File: src/hdl/ser_pkg.sv
/*
 * ser_pkg: constants, types and carriers for the status event reporting block.
 * assumes: one 200 MHz clock, APB register access, 32-bit data.
 */
package ser_pkg;
	localparam int unsigned STAT_W = 15;
	localparam int unsigned CODE_W = 16;
	localparam int unsigned ADDR_W = 8;
	localparam int unsigned DATA_W = 32;
	localparam int unsigned N_GRP = 2;
	localparam int unsigned Q_DEPTH = 8;
	localparam int unsigned QPTR_W = 3;
	localparam int unsigned QCNT_W = 4;

	// group index
	localparam logic GRP_OPER = 1'b0;
	localparam logic GRP_QUES = 1'b1;

	// byte offsets inside a group, then addresses outside the groups from 8'h40; group base = index * stride
	localparam logic [ADDR_W-1:0] GRP_STRIDE = 8'h20;
	localparam logic [ADDR_W-1:0] REG_COND = 8'h00;
	localparam logic [ADDR_W-1:0] REG_PTR = 8'h04;
	localparam logic [ADDR_W-1:0] REG_NTR = 8'h08;
	localparam logic [ADDR_W-1:0] REG_ENA = 8'h0c;
	localparam logic [ADDR_W-1:0] REG_EVT = 8'h10;
	localparam logic [ADDR_W-1:0] REG_PRESET = 8'h40;
	localparam logic [ADDR_W-1:0] REG_QUEUE = 8'h44;
	localparam logic [ADDR_W-1:0] REG_QCOUNT = 8'h48;
	localparam logic [ADDR_W-1:0] GRP_SPAN = 8'h40;

	localparam logic [STAT_W-1:0] PTR_PRESET = 15'h7fff;
	localparam logic [STAT_W-1:0] NTR_PRESET = 15'h0000;
	localparam logic [STAT_W-1:0] ENA_PRESET = 15'h0000;
	localparam logic [STAT_W-1:0] EVT_RESET = 15'h0000;
	localparam logic [CODE_W-1:0] NO_ERROR = 16'h0000;
	localparam logic [QCNT_W-1:0] Q_FULL = 4'h8;
	localparam logic [QCNT_W-1:0] Q_EMPTY = 4'h0;
	localparam logic [QCNT_W-1:0] Q_ONE = 4'h1;
	localparam logic [QPTR_W-1:0] QPTR_ONE = 3'h1;

	typedef logic [N_GRP-1:0][STAT_W-1:0] ser_stat_t;

	typedef enum logic [1:0] {
		SER_BUS_IDLE = 2'b01,
		SER_BUS_ANS = 2'b10
	} ser_bus_e;

	typedef struct packed {
		logic [ADDR_W-1:0] paddr;
		logic psel;
		logic penable;
		logic pwrite;
		logic [DATA_W-1:0] pwdata;
	} ser_apb_req_s;

	typedef struct packed {
		logic [DATA_W-1:0] prdata;
		logic pready;
		logic pslverr;
	} ser_apb_rsp_s;

	typedef struct packed {
		logic [STAT_W-1:0] cond_prev;
		logic [STAT_W-1:0] ptr;
		logic [STAT_W-1:0] ntr;
		logic [STAT_W-1:0] ena;
		logic [STAT_W-1:0] evt;
		logic sum;
	} ser_grp_s;

	typedef struct packed {
		ser_grp_s [N_GRP-1:0] grp;
		logic [Q_DEPTH-1:0][CODE_W-1:0] q;
		logic [QPTR_W-1:0] wr;
		logic [QPTR_W-1:0] rd;
		logic [QCNT_W-1:0] cnt;
		logic pop_pend;
		ser_bus_e bus;
		ser_apb_rsp_s rsp;
	} ser_state_s;
endpackage : ser_pkg

File: src/hdl/ser_status_event_reporting.sv
/*
 * ser_status_event_reporting: operation and questionable status groups
 * (condition, transition filters, event latch, enable mask, summary) with
 * a preset action and an oldest-first error queue, behind an APB slave.
 * assumes: cond_in and the error push port come from logic on sys_clk;
 * the APB master holds its request until pready.
 */
// Decided for this implementation: the placing of the registers and register access over APB.
// Contract
// - rising condition bit with its rising filter set latches the event bit
// - questionable falling change latches event only if its falling filter is one
// - all-ones rising filter in questionable group catches every rising change
// - preset loads every rising filter with all ones
// - preset clears every falling filter
// - preset clears both enable masks
// - condition read returns live status and changes nothing
// - event read returns latched events then clears them
// - enabled set event raises the group summary bit
// - queue read pops oldest entry; empty queue reads zero
// - queue codes positive for device errors, negative for standard errors
// - every status part is fifteen bits wide for reads and writes
// - only preset reinitialises status parts; apart from it only register writes change filters and masks
`timescale 1ns/1ps
module ser_status_event_reporting (
	input wire logic sys_clk,
	input wire logic rst,
	input wire ser_pkg::ser_apb_req_s apb_req,
	output ser_pkg::ser_apb_rsp_s apb_rsp,
	input wire ser_pkg::ser_stat_t cond_in,
	input wire logic err_push,
	input wire logic err_std,
	input wire logic [ser_pkg::STAT_W-1:0] err_num,
	output logic oper_sum,
	output logic ques_sum
);
	ser_pkg::ser_state_s s_r;
	ser_pkg::ser_state_s s_nxt;
	ser_pkg::ser_stat_t rise;
	ser_pkg::ser_stat_t fall;
	ser_pkg::ser_stat_t new_evt;
	logic cap;
	logic done;
	logic in_grp;
	logic gi;
	logic [ser_pkg::ADDR_W-1:0] off;
	logic push_ok;
	logic pop;
	logic [ser_pkg::CODE_W-1:0] push_code;

	genvar g;
	generate
		for (g = 0; g < ser_pkg::N_GRP; g++) begin : g_trans
			assign rise[g] = cond_in[g] & ~s_r.grp[g].cond_prev;
			assign fall[g] = ~cond_in[g] & s_r.grp[g].cond_prev;
			assign new_evt[g] = (rise[g] & s_r.grp[g].ptr) | (fall[g] & s_r.grp[g].ntr);
		end
	endgenerate

	assign cap = apb_req.psel && apb_req.penable && (s_r.bus == ser_pkg::SER_BUS_IDLE);
	assign done = apb_req.psel && apb_req.penable && (s_r.bus == ser_pkg::SER_BUS_ANS);
	assign in_grp = apb_req.paddr < ser_pkg::GRP_SPAN;
	assign gi = apb_req.paddr >= ser_pkg::GRP_STRIDE;
	assign off = in_grp ? (apb_req.paddr - (gi ? ser_pkg::GRP_STRIDE : '0)) : apb_req.paddr;
	// sign convention: standard errors negative, device errors positive
	assign push_code = err_std ? (ser_pkg::CODE_W)'(-{1'b0, err_num})
		: {1'b0, err_num};
	assign push_ok = err_push && (s_r.cnt != ser_pkg::Q_FULL);
	assign pop = done && !apb_req.pwrite && !in_grp && (off == ser_pkg::REG_QUEUE)
		&& s_r.pop_pend;

	always_comb begin
		s_nxt = s_r;
		// live condition history and summary bits
		for (int i = 0; i < ser_pkg::N_GRP; i++) begin
			s_nxt.grp[i].cond_prev = cond_in[i];
			s_nxt.grp[i].sum = |(s_r.grp[i].evt & s_r.grp[i].ena);
		end
		// bus capture: answer data and pready are registered together, both given one cycle after capture
		if (cap) begin
			s_nxt.bus = ser_pkg::SER_BUS_ANS;
			s_nxt.rsp.pready = 1'b1;
			s_nxt.rsp.pslverr = 1'b0;
			s_nxt.rsp.prdata = '0;
			s_nxt.pop_pend = 1'b0;
			if (in_grp) begin
				unique case (off)
					ser_pkg::REG_COND: s_nxt.rsp.prdata[ser_pkg::STAT_W-1:0] = cond_in[gi];
					ser_pkg::REG_PTR: s_nxt.rsp.prdata[ser_pkg::STAT_W-1:0] = s_r.grp[gi].ptr;
					ser_pkg::REG_NTR: s_nxt.rsp.prdata[ser_pkg::STAT_W-1:0] = s_r.grp[gi].ntr;
					ser_pkg::REG_ENA: s_nxt.rsp.prdata[ser_pkg::STAT_W-1:0] = s_r.grp[gi].ena;
					ser_pkg::REG_EVT: s_nxt.rsp.prdata[ser_pkg::STAT_W-1:0] = s_r.grp[gi].evt;
					default: s_nxt.rsp.pslverr = 1'b1;
				endcase
			end else begin
				unique case (off)
					ser_pkg::REG_PRESET: s_nxt.rsp.prdata = '0;
					ser_pkg::REG_QUEUE: begin
						if (!apb_req.pwrite && s_r.cnt != ser_pkg::Q_EMPTY) begin
							s_nxt.rsp.prdata = {{(ser_pkg::DATA_W-ser_pkg::CODE_W)
								{s_r.q[s_r.rd][ser_pkg::CODE_W-1]}}, s_r.q[s_r.rd]};
							s_nxt.pop_pend = 1'b1;
						end else begin
							s_nxt.rsp.prdata = {{(ser_pkg::DATA_W-ser_pkg::CODE_W){1'b0}},
								ser_pkg::NO_ERROR};
						end
					end
					ser_pkg::REG_QCOUNT: s_nxt.rsp.prdata[ser_pkg::QCNT_W-1:0] = s_r.cnt;
					default: s_nxt.rsp.pslverr = 1'b1;
				endcase
			end
		end
		// completion edge: writes, preset, event clear, queue pop
		if (done) begin
			s_nxt.bus = ser_pkg::SER_BUS_IDLE;
			s_nxt.rsp.pready = 1'b0;
			s_nxt.pop_pend = 1'b0;
			if (apb_req.pwrite && in_grp) begin
				unique case (off)
					ser_pkg::REG_PTR: s_nxt.grp[gi].ptr = apb_req.pwdata[ser_pkg::STAT_W-1:0];
					ser_pkg::REG_NTR: s_nxt.grp[gi].ntr = apb_req.pwdata[ser_pkg::STAT_W-1:0];
					ser_pkg::REG_ENA: s_nxt.grp[gi].ena = apb_req.pwdata[ser_pkg::STAT_W-1:0];
					default: ;
				endcase
			end
			if (apb_req.pwrite && !in_grp && off == ser_pkg::REG_PRESET) begin
				for (int i = 0; i < ser_pkg::N_GRP; i++) begin
					s_nxt.grp[i].ptr = ser_pkg::PTR_PRESET;
					s_nxt.grp[i].ntr = ser_pkg::NTR_PRESET;
					s_nxt.grp[i].ena = ser_pkg::ENA_PRESET;
				end
			end
			// clear only what was reported
			if (!apb_req.pwrite && in_grp && off == ser_pkg::REG_EVT)
				s_nxt.grp[gi].evt = s_r.grp[gi].evt & ~s_r.rsp.prdata[ser_pkg::STAT_W-1:0];
		end
		// new events win over the read clear
		for (int i = 0; i < ser_pkg::N_GRP; i++)
			s_nxt.grp[i].evt = s_nxt.grp[i].evt | new_evt[i];
		// error queue; pushes to a full queue are dropped
		if (push_ok) begin
			s_nxt.q[s_r.wr] = push_code;
			s_nxt.wr = s_r.wr + ser_pkg::QPTR_ONE;
		end
		if (pop)
			s_nxt.rd = s_r.rd + ser_pkg::QPTR_ONE;
		if (push_ok && !pop)
			s_nxt.cnt = s_r.cnt + ser_pkg::Q_ONE;
		else if (pop && !push_ok)
			s_nxt.cnt = s_r.cnt - ser_pkg::Q_ONE;
	end

	always_ff @(posedge sys_clk) begin
		if (rst) begin
			for (int i = 0; i < ser_pkg::N_GRP; i++) begin
				s_r.grp[i].cond_prev <= '0;
				s_r.grp[i].ptr <= ser_pkg::PTR_PRESET;
				s_r.grp[i].ntr <= ser_pkg::NTR_PRESET;
				s_r.grp[i].ena <= ser_pkg::ENA_PRESET;
				s_r.grp[i].evt <= ser_pkg::EVT_RESET;
				s_r.grp[i].sum <= 1'b0;
			end
			s_r.q <= '0;
			s_r.wr <= '0;
			s_r.rd <= '0;
			s_r.cnt <= ser_pkg::Q_EMPTY;
			s_r.pop_pend <= 1'b0;
			s_r.bus <= ser_pkg::SER_BUS_IDLE;
			s_r.rsp <= '0;
		end else begin
			s_r <= s_nxt;
		end
	end

	assign apb_rsp = s_r.rsp;
	assign oper_sum = s_r.grp[ser_pkg::GRP_OPER].sum;
	assign ques_sum = s_r.grp[ser_pkg::GRP_QUES].sum;

	logic preset_wr;
	logic evt_rd;
	assign preset_wr = done && apb_req.pwrite && !in_grp && off == ser_pkg::REG_PRESET;
	assign evt_rd = done && !apb_req.pwrite && in_grp && off == ser_pkg::REG_EVT;
endmodule : ser_status_event_reporting

File: config.mk
export PLATFORM = sky130hd
export DESIGN_NAME = ser_status_event_reporting
export DESIGN_NICKNAME = d
export VERILOG_FILES = /design/src/hdl/ser_pkg.sv /design/src/hdl/ser_status_event_reporting.sv
export SDC_FILE = /design/constraint.sdc
export NUM_CORES = 1
export LEC_CHECK = 0
export ABC_AREA = 1
export ABC_CLOCK_PERIOD_IN_PS = 2600
export BUFFER_PORTS_ARGS = -buffer_cell sky130_fd_sc_hd__buf_2
export CORE_MARGIN = 2
export CORE_UTILIZATION = 46
export DETAILED_ROUTE_END_ITERATION = 10
export MAX_ROUTING_LAYER = met4
export PLACE_DENSITY_LB_ADDON = 0.15
export SETUP_SLACK_MARGIN = 0.4
export SLEW_MARGIN = 5
export SYNTH_ARGS = -nofsm -noshare
export SYNTH_HDL_FRONTEND = slang
export SYNTH_SLANG_ARGS = --single-unit
File: constraint.sdc
create_clock -name sys_clk -period 2.6 [get_ports sys_clk]
set_input_delay 0 -clock sys_clk [delete_from_list [all_inputs] [get_ports sys_clk]]
set_output_delay 0 -clock sys_clk [all_outputs]
set_load 0.02 [all_outputs]
==> metrics.md <==
| Metric | Value |
|---|---|
| Peak VDD IR | 0.444 mV |
| Final setup vio count | 0 |
| Syn Nets | 2,702 |
| Async set-or-reset flop fraction in the synthesized netlist | 0 |
| Global route total overflow | 0 |
| Startpoint types | flop |
| Pwr Density | 585 nW/µm² |
| Crit path kind | reg2reg |
| Fin. max-slew vios | 0 |
| Clock latency on the worst-skew pair | 0.57 ns |
| Drt wl/cell | 19.0 µm |
| Pre-Repair DR Iteration Count | 6 |
| Cell taking the most area after synthesis | dfxtp_1 |
| Most used DFF post-synth | dfxtp_1 |
| DRT iter0 DRCs | 1,918 |
| WP data required | 3.06 ns |
| MaxCap Viol Count | 0 |
| Clk buf depth | 3 |
| Final HPWL DP | 39.6 mm |
| Antenna violations before repair | 1 |
| Leak | 8.98 nW |
| Chip Width | 196 µm |
| Clk slew on worst S/H paths | 0.06 ns |
| Hold WC Path Type | in2reg |
| DR vias | 18,041 |
| Worst-margin pin slew | 0.983 ns |
| PortBufs | 110 |
| DRC Markers | 0 |
| Number of global-route vias before repair | 16,618 |
| Final ANT Viol Nets | 0 |
| Syn. warnings | 0 |
| Leading cell types in the layout, fill and taps excluded | 474 x nand2_1, 305 x dfxtp_1, 290 x o21ai_0, 289 x inv_1, 256 x nor2_1 |
| Top cell type's share of synthesized area | 0.365 |
| Die height | 196 µm |
| Endpoints failing hold | 0 |
| Synthesized flop and latch total | 310 |
| Total track usage | 0.322 |
| Normalized max-slew margin | 0.340 |
| Mapped cell area | 17,000 µm² |
| Clk sinks | 310 |
| Status | complete, no violations |
| Die area | 38,600 µm² |
| Synth Instances | 2,601 |
| Total Wirelength | 60.4 mm |
| Tmin final | 2.08 ns |
| Initial Utilization | 0.466 |
| CTS tree | yes |
| Final period util | 0.799 |
| Post-synth EDFFs | 0 |
| Largest net degree at the start of global routing | 170 |
| RSZ-0062 raised after global routing | true |
| Fin Clk Skew | 0.0242 ns |
| Detailed-route vias per instance | 5.67 |
| CP Capture Type | flop |
| Synth top area cells | dfxtp_1 36%, nand2_1 11%, o21ai_0 8.6%, a21oi_1 7.5%, inv_1 6.5% |
| CTS root buf | clkbuf_16 |
| Synth-to-layout area growth | 16.2% |
| Layout cells sized above 1 | 0.116 |
| First-pass GRT wire length | 94.3 mm |
| Mean area per synthesized cell | 6.54 µm² |
| Htree depth | 2 |
| Register area share after synthesis | 0.365 |
| I/O Pins | 128 |
| CP Max Fanout | 11 |
| Post-synthesis cell type count | 48 |
| Placement Rows | 70 |
| Placer Congestion | 0.926 |
| WP data arrival | 2.53 ns |
| TritonCTS buffer count | 37 |
| Std-Cell Core Area | 36,500 µm² |
| Final nets | 2,789 |
| Worst hold slack | 0.0164 ns |
| Setup TNS Final | 0 ns |
| Most common cell after layout, fill and taps aside | nand2_1 |
| Max Fclk | 0.481 GHz |
## registers in the layout, indices dropped and copies added (netlist names)
register and count:
s_r 291, apb_rsp 17, oper_sum 1, ques_sum 1
## synth_stat cells (all sizes together), types with 2 or more instances
library cell	number
nand4	35
o221ai	2
a21oi	256
dfxtp	310
nor2	262
o211ai	30
xor2	9
nor3	34
or2	9
clkinv	3
o2111ai	10
xnor2	2
nand3	180
a31oi	32
a41oi	2
ha	8
o21a	22
a221oi	6
o22ai	32
clkbuf	105
inv	298
buf	100
nand2	483
o21ai	316
o21bai	47
nand3b	2
## routing by layer
layer  GRT usage  part of all wire  vias to the layer above
li1            -                 -                     8754
met1       0.435              0.44                     8317
met2       0.474              0.43                      816
met3      0.0575             0.089                      154
met4       0.132             0.041                        0
met5           -                 0                        -
## through the flow
stage	setup WS (ns)	total power, mW	cells	area, µm²	util
after floorplan	0.406	5.89	2601	17100	-
after global placement	0.166	6.31	3059	18000	0.493
after detailed placement	0.114	6.34	3059	18000	0.493
after CTS	0.414	11.6	3180	19700	0.541
after global routing	0.331	12.0	3182	19800	0.542
final	0.523	11.6	3182	19800	0.542
## path summary, 6_finish.rpt
| kind | slack [ns] | end | cells after the start | start |
|---|---|---|---|---|
| max reg2reg | 0.52 | apb_rsp[10] | 15 | s_r[38] |
| max | 0.52 | apb_rsp[10] | 15 | s_r[38] |
| min | 0.02 | s_r[61] | 6 | err_num[14] |
| min reg2reg | 0.45 | s_r[160] | 2 | s_r[160] |
## worst max-delay path: stages, from the launching register on
cell and delay (ns):
dfxtp_2 0.35, nor2_2 0.12, buf_4 0.11, buf_4 0.09, buf_4 0.09, buf_4 0.08
buf_4 0.09, buf_4 0.09, nand3_1 0.07, nand2_1 0.09, nor2_2 0.05, buf_6 0.15
a21oi_1 0.32, nand3_1 0.15, nand2_1 0.08, inv_1 0.04
## power breakdown
group | internal [mW] | switching, mW | total [mW] | leakage [nW]
combinational | 0.474 | 0.832 | 1.31 | 5.86
sequential | 4.94 | 0.117 | 5.05 | 2.53
clock | 3.02 | 2.18 | 5.21 | 0.594
## cell families (layout without fill, tap and decap cells)
family / Yosys count / count (layout) / share of synthesized area
flops: 310 / 310 / 0.365
xor+xnor: 11 / 11 / 0.00566
simple gates: 1008 / 1008 / 0.249
other cells: 0 / 1 / 0
buf+inv: 506 / 618 / 0.126
compound gates: 757 / 757 / 0.248
fa+ha+maj: 9 / 9 / 0.00706
## what timing repair did
| action | 4_1_cts | 5_1_grt |
|---|---|---|
| hold endpoints to repair | 153 | 0 |
| resized for setup | 2 | 12 |
| setup endpoints to repair | 1 | 33 |
| pin swaps | 1 | 0 |
| hold buffers | 51 | 0 |
| buffers inserted | 6 | 1 |
## area by class of cell
type                       count  area, µm²
multi-input combinational   1785       8740
inverter                     301       1140
tap                          468        586
fill                        3596      16700
clock inverter                15        158
antenna                        1       2.50
clock buffer                  49       1040
timing repair buffer         253       1900
sequential                   310       6210
Power figures use the tool's default switching activity.
